**src/design/bscrc_pkg.sv**
```systemverilog
// byte-serial crc16 generator: shared constants and types
// assumes one clock domain and an 8-bit register port
package bscrc_pkg;

    // ****************************************
    // register port layout
    // ****************************************
    localparam int ADDR_W = 3;
    localparam int DATA_W = 8;
    localparam int SUM_W = 16;
    localparam logic [ADDR_W-1:0] ADDR_CTRL = 3'h0;
    localparam logic [ADDR_W-1:0] ADDR_INPUT = 3'h1;
    localparam logic [ADDR_W-1:0] ADDR_SUM_LOW = 3'h2;
    localparam logic [ADDR_W-1:0] ADDR_SUM_HIGH = 3'h3;
    localparam logic [ADDR_W-1:0] ADDR_STATUS = 3'h4;

    // ****************************************
    // field positions and reset values
    // ****************************************
    localparam int POLYNOMIAL_SELECT_BIT = 0;
    localparam int STAT_ROOM_BIT = 0;
    localparam int STAT_BUSY_BIT = 1;
    localparam logic [DATA_W-1:0] BYTE_ZERO = 8'h00;
    localparam logic [SUM_W-1:0] SUM_RESET = 16'h0000;

    // ****************************************
    // polynomials
    // ****************************************
    localparam logic POLYNOMIAL_SELECT_SEL_CCITT = 1'b0;
    localparam logic POLYNOMIAL_SELECT_SEL_CRC16 = 1'b1;
    localparam logic [SUM_W-1:0] POLYNOMIAL_SELECT_CCITT = 16'h1021;
    localparam logic [SUM_W-1:0] POLYNOMIAL_SELECT_CRC16 = 16'h8005;

    // ****************************************
    // input buffer
    // ****************************************
    localparam int BUF_DEPTH = 2;
    localparam int BUF_PTR_W = 1;
    localparam int BUF_CNT_W = 2;
    localparam logic [BUF_CNT_W-1:0] BUF_CNT_ZERO = 2'h0;
    localparam logic [BUF_CNT_W-1:0] BUF_CNT_ONE = 2'h1;
    localparam logic [BUF_CNT_W-1:0] BUF_CNT_FULL = 2'h2;

    // register port request
    typedef struct packed {
        logic [ADDR_W-1:0] addr;
        logic [DATA_W-1:0] wdata;
        logic wr;
        logic rd;
    } bscrc_req_t;

    // whole state of the generator
    typedef struct packed {
        logic polySel;
        logic [DATA_W-1:0] inByte;
        logic [SUM_W-1:0] sum;
        logic [DATA_W-1:0] rdData;
    } bscrc_state_t;

    // whole state of the buffer
    typedef struct packed {
        logic [BUF_DEPTH-1:0][DATA_W-1:0] mem;
        logic [BUF_PTR_W-1:0] wp;
        logic [BUF_PTR_W-1:0] rp;
        logic [BUF_CNT_W-1:0] cnt;
    } bscrc_buf_state_t;

    localparam bscrc_state_t STATE_RESET = '{
        polySel: POLYNOMIAL_SELECT_SEL_CCITT, inByte: BYTE_ZERO,
        sum: SUM_RESET, rdData: BYTE_ZERO};

endpackage : bscrc_pkg

```
**src/design/bscrc_buf.sv**
```systemverilog
// two-entry byte buffer with valid/ready on both sides
// assumes clk/rst/ce shared with the generator
`timescale 1ns/1ps
module bscrc_buf (
    input wire logic clk,
    input wire logic rst,
    input wire logic ce,
    input wire logic inValid,
    output logic inReady,
    input wire logic [bscrc_pkg::DATA_W-1:0] inData,
    output logic outValid,
    input wire logic outReady,
    output logic [bscrc_pkg::DATA_W-1:0] outData
);

    bscrc_pkg::bscrc_buf_state_t st_ff;
    bscrc_pkg::bscrc_buf_state_t nxt_st;
    logic push;
    logic pop;

    // ****************************************
    // handshakes
    // ****************************************
    assign inReady = (st_ff.cnt != bscrc_pkg::BUF_CNT_FULL);
    assign outValid = (st_ff.cnt != bscrc_pkg::BUF_CNT_ZERO);
    assign outData = st_ff.mem[st_ff.rp];
    assign push = ce && inValid && inReady;
    assign pop = ce && outValid && outReady;

    // next state: store, advance pointers, count
    always_comb begin
        nxt_st = st_ff;
        if (push) begin
            nxt_st.mem[st_ff.wp] = inData;
            nxt_st.wp = st_ff.wp + 1'b1;
        end
        if (pop) begin
            nxt_st.rp = st_ff.rp + 1'b1;
        end
        if (push && !pop) begin
            nxt_st.cnt = st_ff.cnt + bscrc_pkg::BUF_CNT_ONE;
        end else if (pop && !push) begin
            nxt_st.cnt = st_ff.cnt - bscrc_pkg::BUF_CNT_ONE;
        end
    end

    // state register, frozen while ce is low
    always_ff @(posedge clk or posedge rst) begin
        if (rst) begin
            st_ff <= '0;
        end else if (ce) begin
            st_ff <= nxt_st;
        end
    end
endmodule : bscrc_buf

```
**src/design/bscrc_top.sv**
```systemverilog
// byte-serial crc16 generator with 8-bit register port
// assumes a single-cycle strobe master on clk, no wait states
//
// Added by the designer: the address map and the strobed register port.
`timescale 1ns/1ps
module bscrc_top (
    input wire logic clk,
    input wire logic rst,
    input wire logic ce,
    input wire logic [bscrc_pkg::ADDR_W-1:0] regAddr,
    input wire logic [bscrc_pkg::DATA_W-1:0] regWdata,
    input wire logic regWr,
    input wire logic regRd,
    output logic [bscrc_pkg::DATA_W-1:0] regRdata,
    output logic inputReady,
    output logic busy,
    output logic [bscrc_pkg::SUM_W-1:0] runningChecksum
);

    // ****************************************
    // crc byte step
    // ****************************************

    // one byte folded into a checksum, eight bit steps unrolled by the loop
    function automatic logic [bscrc_pkg::SUM_W-1:0] crcByte(
        input logic polySel,
        input logic [bscrc_pkg::SUM_W-1:0] sumIn,
        input logic [bscrc_pkg::DATA_W-1:0] dataIn
    );
        logic [bscrc_pkg::SUM_W-1:0] tmp;
        logic [bscrc_pkg::SUM_W-1:0] polynomial_select;
        logic msb;
        polynomial_select = (polySel == bscrc_pkg::POLYNOMIAL_SELECT_SEL_CRC16) ?
            bscrc_pkg::POLYNOMIAL_SELECT_CRC16 : bscrc_pkg::POLYNOMIAL_SELECT_CCITT;
        tmp = sumIn ^ {dataIn, bscrc_pkg::BYTE_ZERO};
        for (int i = 0; i < bscrc_pkg::DATA_W; i++) begin
            msb = tmp[bscrc_pkg::SUM_W-1];
            tmp = {tmp[bscrc_pkg::SUM_W-2:0], 1'b0};
            if (msb) begin
                tmp = tmp ^ polynomial_select;
            end
        end
        return tmp;
    endfunction : crcByte

    // ****************************************
    // state and decode
    // ****************************************
    bscrc_pkg::bscrc_state_t st_ff;
    bscrc_pkg::bscrc_state_t nxt_st;
    bscrc_pkg::bscrc_req_t req;

    logic ctrlWr;
    logic inWr;
    logic lowWr;
    logic highWr;
    logic sumWr;
    logic bufValid;
    logic bufReady;
    logic [bscrc_pkg::DATA_W-1:0] bufData;
    logic engineTake;
    logic [bscrc_pkg::SUM_W-1:0] stepSum;
    logic [bscrc_pkg::DATA_W-1:0] rdMux;
    logic [bscrc_pkg::DATA_W-1:0] ctrlView;
    logic [bscrc_pkg::DATA_W-1:0] statView;

    // bundle the port into one request
    assign req.addr = regAddr;
    assign req.wdata = regWdata;
    assign req.wr = regWr;
    assign req.rd = regRd;

    // write strobes per register
    assign ctrlWr = req.wr && (req.addr == bscrc_pkg::ADDR_CTRL);
    assign inWr = req.wr && (req.addr == bscrc_pkg::ADDR_INPUT);
    assign lowWr = req.wr && (req.addr == bscrc_pkg::ADDR_SUM_LOW);
    assign highWr = req.wr && (req.addr == bscrc_pkg::ADDR_SUM_HIGH);
    assign sumWr = lowWr || highWr;

    // ****************************************
    // input byte buffer
    // ****************************************

    // each input write with room in the buffer is queued, a write while full is dropped; a stall of the engine back-pressures here
    bscrc_buf u_buf (
        .clk(clk),
        .rst(rst),
        .ce(ce),
        .inValid(inWr),
        .inReady(bufReady),
        .inData(req.wdata),
        .outValid(bufValid),
        .outReady(engineTake),
        .outData(bufData)
    );

    // engine yields to a direct checksum load in the same cycle
    assign engineTake = !sumWr;
    assign stepSum = crcByte(st_ff.polySel, st_ff.sum, bufData);

    // ****************************************
    // read views
    // ****************************************

    // control: only the select bit, the rest reads zero
    always_comb begin
        ctrlView = bscrc_pkg::BYTE_ZERO;
        ctrlView[bscrc_pkg::POLYNOMIAL_SELECT_BIT] = st_ff.polySel;
    end

    // status: room in the buffer and bytes pending
    always_comb begin
        statView = bscrc_pkg::BYTE_ZERO;
        statView[bscrc_pkg::STAT_ROOM_BIT] = bufReady;
        statView[bscrc_pkg::STAT_BUSY_BIT] = bufValid;
    end

    // read mux, unmapped addresses read zero
    always_comb begin
        case (req.addr)
            bscrc_pkg::ADDR_CTRL: rdMux = ctrlView;
            bscrc_pkg::ADDR_INPUT: rdMux = st_ff.inByte;
            bscrc_pkg::ADDR_SUM_LOW: rdMux = st_ff.sum[bscrc_pkg::DATA_W-1:0];
            bscrc_pkg::ADDR_SUM_HIGH: rdMux = st_ff.sum[bscrc_pkg::SUM_W-1:bscrc_pkg::DATA_W];
            bscrc_pkg::ADDR_STATUS: rdMux = statView;
            default: rdMux = bscrc_pkg::BYTE_ZERO;
        endcase
    end

    // ****************************************
    // next state
    // ****************************************

    // register writes, checksum update and read capture
    always_comb begin
        nxt_st = st_ff;
        if (ctrlWr) begin
            nxt_st.polySel = req.wdata[bscrc_pkg::POLYNOMIAL_SELECT_BIT];
        end
        if (inWr && bufReady) begin
            nxt_st.inByte = req.wdata;
        end
        if (sumWr) begin
            if (lowWr) begin
                nxt_st.sum[bscrc_pkg::DATA_W-1:0] = req.wdata;
            end
            if (highWr) begin
                nxt_st.sum[bscrc_pkg::SUM_W-1:bscrc_pkg::DATA_W] = req.wdata;
            end
        end else if (bufValid) begin
            nxt_st.sum = stepSum;
        end
        nxt_st.rdData = req.rd ? rdMux : bscrc_pkg::BYTE_ZERO;
    end

    // state register, frozen while ce is low
    always_ff @(posedge clk or posedge rst) begin
        if (rst) begin
            st_ff <= bscrc_pkg::STATE_RESET;
        end else if (ce) begin
            st_ff <= nxt_st;
        end
    end

    // ****************************************
    // outputs
    // ****************************************
    assign regRdata = st_ff.rdData;
    assign inputReady = bufReady;
    assign busy = bufValid;
    assign runningChecksum = st_ff.sum;
endmodule : bscrc_top

```
**config.mk**
```make
export PLATFORM = sky130hd
export DESIGN_NAME = bscrc_top
export DESIGN_NICKNAME = d
export VERILOG_FILES = /design/src/design/bscrc_pkg.sv /design/src/design/bscrc_buf.sv /design/src/design/bscrc_top.sv
export SDC_FILE = /design/constraint.sdc
export NUM_CORES = 1
export LEC_CHECK = 0
export BUFFER_PORTS_ARGS = -buffer_cell sky130_fd_sc_hd__buf_2
export CORE_ASPECT_RATIO = 0.9
export CORE_MARGIN = 3
export CORE_UTILIZATION = 45
export CTS_CLUSTER_DIAMETER = 200
export CTS_CLUSTER_SIZE = 16
export DETAILED_ROUTE_END_ITERATION = 10
export GPL_ROUTABILITY_DRIVEN = 0
export GPL_TIMING_DRIVEN = 0
export PLACE_DENSITY = 0.67
export SETUP_SLACK_MARGIN = 0.2
export SYNTH_ARGS = -nofsm -noshare
export SYNTH_HDL_FRONTEND = slang
export SYNTH_HIERARCHICAL = 1
export SYNTH_SLANG_ARGS = --single-unit
```
**constraint.sdc**
```tcl
create_clock -name clk -period 3.1 [get_ports clk]
set_input_delay 0.62 -clock clk [delete_from_list [all_inputs] [get_ports clk]]
set_output_delay 0.62 -clock clk [all_outputs]
set_load 0.02 [all_outputs]
```
# == After elaboration in Yosys (flattened, before gate mapping) ==
# Index checks and enable logic that the tools add are counted.
# word_totals
register_bits,53
input_bits,16
output_inout_bits,26
elab_cells,82
# op_classes
n_addsub,4
n_lt_le_gt_ge,3
eq_ne,7
muxes,22
bitwise_logic,9
reduce_logical,27
# ops
cell,count
two-way mux 16 bit,11
bitwise XOR 16 bit,9
two-way mux 8 bit,6
case mux 8 bit (5 select lines),1
bitwise mux 16 bit,1
logical AND 1 bit,12
AND reduction 2 bit,5
demux 8 bit (select 1 bit),1
equality test 3 x 2 -> 1 bit (second input constant),2
!= test 2 bit (second input constant),3
AND reduction 3 bit,2
nonzero test 2 bit,3
< comparator 1 x 2 -> 1 bit (second input constant),2
two-way mux 2 bit,2
equality test 3 x 1 -> 1 bit (second input constant),1
equality test 3 bit (second input constant),1
zero test 1 bit,3
zero test 3 bit,1
adder 1 bit (second input constant),2
adder 2 x 1 -> 2 bit (second input constant),1
subtractor 2 x 1 -> 2 bit (second input constant),1
>= comparator 1 bit (second input constant),1
logical OR 1 bit,1

# == Longest topological paths before layout ==
# logic_depth
depth_word,21
depth_mapped,9
depth_no_buf,7

# == Modules after synthesis ==
# Netlist, hierarchy kept.
# by_module_without_submodules
module,n_inst,cells_per_inst,area_per_inst_um2,seq_area_each_um2
bscrc_top,1,261,2467.4,825.8
bscrc_buf,1,61,942.2,500.5

# == Least setup slack after synthesis ==
# Ideal clock, no wire load.
# synth_timing
path_kind,reg2reg
startpoint,register u_buf/st_ff[2] in the netlist's numbering
endpoint,register st_ff (netlist bit runningChecksum[0])
setup_ns,0.069
arrival_time_ns,2.380
required_ns,3.031
path_slack_ns,0.651
stages_incl_launch_ff,8
n_path_buf,1
synth_period_minus_slack_ns,2.449
path_cell_list,dfrtp_1 > buf_2 > mux2_2 > xnor2_2 > xor2_2 > xor3_1 > or4_1 > nand3_1
# synth_via
word_cells_on_any_way,20
classes_between,12 x mux; 8 x bitwise
# synth_lines
item,line,source
start: declaration,bscrc_buf.sv:16,bscrc_pkg::bscrc_buf_state_t st_ff;
start signal: assignment,bscrc_buf.sv:52,st_ff <= nxt_st;
two-way mux 8 bit (not written as such) (*) (2 in series),bscrc_buf.sv:26,assign outData = st_ff.mem[st_ff.rp];
via bufData (one bit),bscrc_top.sv:60,logic [bscrc_pkg::DATA_W-1:0] bufData;
bitwise XOR 16 bit (*),bscrc_top.sv:35,"tmp = sumIn ^ {dataIn, bscrc_pkg::BYTE_ZERO};"
bitwise XOR 16 bit,bscrc_top.sv:40,tmp = tmp ^ polynomial_select;
two-way mux 16 bit (*),bscrc_top.sv:39,if (msb) begin
bitwise XOR 16 bit,bscrc_top.sv:40,
two-way mux 16 bit (*) (2 in series),bscrc_top.sv:39,
bitwise XOR 16 bit,bscrc_top.sv:40,
two-way mux 16 bit (*),bscrc_top.sv:39,
bitwise XOR 16 bit,bscrc_top.sv:40,
two-way mux 16 bit (*),bscrc_top.sv:39,
bitwise XOR 16 bit,bscrc_top.sv:40,
two-way mux 16 bit (*),bscrc_top.sv:39,
bitwise XOR 16 bit,bscrc_top.sv:40,
two-way mux 16 bit (*) (2 in series),bscrc_top.sv:39,
two-way mux 16 bit (*),bscrc_top.sv:150,end else if (bufValid) begin
two-way mux 16 bit (*),bscrc_top.sv:143,if (sumWr) begin
end signal: assignment,bscrc_top.sv:159,st_ff <= bscrc_pkg::STATE_RESET;
end signal: assignment,bscrc_top.sv:161,st_ff <= nxt_st;
end: declaration,bscrc_top.sv:49,bscrc_pkg::bscrc_state_t st_ff;
# The timed path passes the listed nets; every way through them passes the cells marked *. The select of a mux whose other input is x is not followed.
# A chain may end at the register's enable or synchronous reset.

# == Final worst setup path ==
# Ends and elaborated chain as after synthesis.

==> impl_results.md <==
- RSZ-0062 raised after global routing: no
- Total leakage power: around 1.8 nW
- Worst Tran Pin Value: 0.870 ns
- Synth cell types: 52
- Max IR drop VDD: 615 µV
- Clk buf depth: 2
- Post-synth EDFFs: 0
- Syn Inst Count: between 300 and 400
- Hold/Removal Path Class: input port to asynchronous set/reset pin
- Port bufs: 38
- First DRT Iteration DRCs: 168
- Most used DFF post-synth: dfrtp_1
- Design Area, Final: 3830 µm²
- Commonest cells after routing, fill and taps aside: dfrtp_1, buf_2, mux2_2
- Die height: 88.6 µm
- DRC: 0
- Largest net degree at the start of global routing: 34
- H-tree level count: 2
- Synth-to-Final Area Change: 12.3%
- CTS root buf: clkbuf_8
- Synth async-reset ratio: 1.00
- Initial Util: 0.475
- Critical path peak fanout: 9
- Worst-skew pair later-pin latency: 0.31 ns
- Tmin final: about 2.7 ns
- DR WL/cell: 16.5 µm
- Ports: 42
- Critical Setup Path Class: register to register
- Vias after detailed routing: 2416
- Final WS setup: 0.400 ns
- Fill cell count: 680
- Core ar.: between 7000 and 8000 µm²
- Critical path's largest stage delay: 0.48 ns
- Syn Nets: 339
- NumNets Final: 384
- First-pass GRT wire length: 12600 µm
- Pre-antenna DRT Iters: 4
- Crit path arrival time: roughly 2.9 ns
- Grt total ovfl: 0
- Vias per cell: 5.24
- Max-cap violations: 0
- Leading cell type in the layout, fill and taps excluded: dfrtp_1
- DP Area: about 3700 µm²
- Ant. Diodes: 0
- Slew HR: 0.416
- Final setup viols: 0
- Final wirelength: around 7600 µm
- PwrDens: approximately 1300 nW/µm²
- Final Skew: approximately 0.0040 ns
- Slew Viols, Final: 0
- Post-DP HPWL: 5780 µm
- Antenna-violating nets left: 0
- Clock sinks: 53
- YS warnings: 6
- Critical Path Start Type: register
- Fmax: 370 MHz
- Pre-CTS setup slack: ~0.32 ns
- Crit-path slowest cell: or4_1
- FP Rows: 29
- Yosys reg bits: 53
- Final Hold Vio Count: 0
- Power Total: between 4 and 5 mW
- Clock transition at path regs: 0.09 ns
- CTS Buf Count: 5
- Post-Syn Area: 3410 µm²
- Die area: between 8000 and 9000 µm²
- Setup TNS: 0 ns
- Share of the yosys chip area belonging to registers: 0.389
- CTS tree: yes
- Layout cell share with drive strength beyond 1: 0.351
- CP Capture Type: register
- Die X-Extent: 97.8 µm
- Status: complete, no violations
- Avg Inst Size Synth: 10.6 µm²
- Final cycle utilization of the critical path: 0.871
- Worst-path cell chain: buf_2 > mux2_2 > xnor2_4 > xor2_2 > xor3_1 > or4_1 > nand3_1
- Vias in the first global route: 2371
- Critical path required time: 3.34 ns
- Postcts setup bufs: 0
- GRT Total Usage: 0.186
- Initial antenna violation count: 0
==> timing repair <==
item,CTS,global route
resized for setup,0,1
hold buffers,0,0
endpoints found under the setup margin,0,1
==> worst max-delay path: cells and delay by family, from the launching register on <==
family / cells / cell delay (ns)
xor gates and xnor gates: 3 / 1.06
and+or+nand+nor: 2 / 0.59
muxes: 1 / 0.42
DFF: 1 / 0.32
buffers and inverters: 1 / 0.25
==> flip-flops by register name, summed over array words and instances, names as in the netlist <==
register         count
st_ff                8
regRdata             8
u_buf/st_ff         20
ctrlView             1
runningChecksum     16
==> synthesized netlist by cell type, types with 2 or more instances <==
| library cell | count | area [µm²] |
|---|---|---|
| o31ai_1 | 5 | 37.5 |
| xnor2_1 | 14 | 123 |
| xor2_2 | 2 | 32.5 |
| a31oi_1 | 2 | 12.5 |
| xor2_1 | 9 | 78.8 |
| and4_1 | 2 | 17.5 |
| xnor3_1 | 3 | 67.6 |
| a21oi_1 | 21 | 105 |
| buf_1 | 3 | 11.3 |
| buf_2 | 2 | 10.0 |
| xnor2_4 | 3 | 82.6 |
| nand3_1 | 6 | 30.0 |
| and4b_1 | 2 | 20.0 |
| o21ai_0 | 8 | 40.0 |
| dfrtp_1 | 53 | 1330 |
| inv_1 | 15 | 56.3 |
| o22ai_1 | 8 | 50.1 |
| nor2_1 | 22 | 82.6 |
| mux2_4 | 8 | 120 |
| mux2i_1 | 15 | 150 |
| or2_2 | 4 | 25.0 |
| xnor2_2 | 2 | 32.5 |
| mux2_2 | 30 | 338 |
| nand2_1 | 16 | 60.1 |
| clkbuf_1 | 10 | 37.5 |
| and2_1 | 5 | 31.3 |
| nand3b_1 | 4 | 30.0 |
| buf_4 | 24 | 180 |
==> report_power, final <==
| group | leakage [nW] | internal [mW] | switching [mW] |
|---|---|---|---|
| combinational | 1.11 | 1.75 | 1.54 |
| sequential | 0.671 | 0.973 | 0.276 |
| clock | 0.0542 | 0.202 | 0.226 |
==> stage by stage <==
step | instances | util | hold WS [ns]
detailed placement | 453 | 0.517 | 0.488
finish | 461 | 0.533 | 0.430
global route | 461 | 0.533 | 0.491
global placement | 453 | 0.517 | 0.481
CTS | 461 | 0.531 | 0.472
floorplan | 322 | - | 0.473
==> area by class of cell <==
| class | instances | area, µm² | share of cell area |
|---|---|---|---|
| Sequential cell | 53 | 1330 | 0.346 |
| Tap cell | 93 | 116 | 0.0304 |
| Timing Repair Buffer | 38 | 190 | 0.0497 |
| Buffer | 40 | 250 | 0.0654 |
| Clock inverter | 1 | 5.00 | 0.00131 |
| Inverter | 15 | 56.3 | 0.0147 |
| Clock buffer | 7 | 96.3 | 0.0252 |
| Multi-Input combinational cell | 214 | 1790 | 0.467 |
==> logic make-up after synthesis <==
group | share of synthesized area
and+or+nand+nor | 0.121
AOI/OAI and AO/OA | 0.0888
DFF | 0.389
muxes | 0.178
buffers and inverters | 0.0899
xor gates and xnor gates | 0.129
adders and majority gates | 0.00367
==> routing by layer <==
metal  vias to the layer above  global-route usage  share of wire
li1                       1183                   -              -
met1                      1153               0.271           0.48
met2                        70               0.292           0.45
met3                        10              0.0331          0.065
met4                         0              0.0428          0.010
met5                         -                   0              0
==> path summary, 6_finish.rpt <==
path | startpoint | to | slack (ns) | depth (start not counted)
max in group asynchronous | rst | u_buf/st_ff[6] | 2.17 | 2
worst min-delay path | rst | st_ff[29] | 0.43 | 2
worst min register to register | u_buf/st_ff[15] | u_buf/st_ff[15] | 0.51 | 1
worst max register to register | u_buf/st_ff[2] | runningChecksum[0] | 0.40 | 7
worst max-delay path | u_buf/st_ff[2] | runningChecksum[0] | 0.40 | 7
min in group clk | u_buf/st_ff[15] | u_buf/st_ff[15] | 0.51 | 1
No activity file was read; power rests on OpenSTA's default activity.
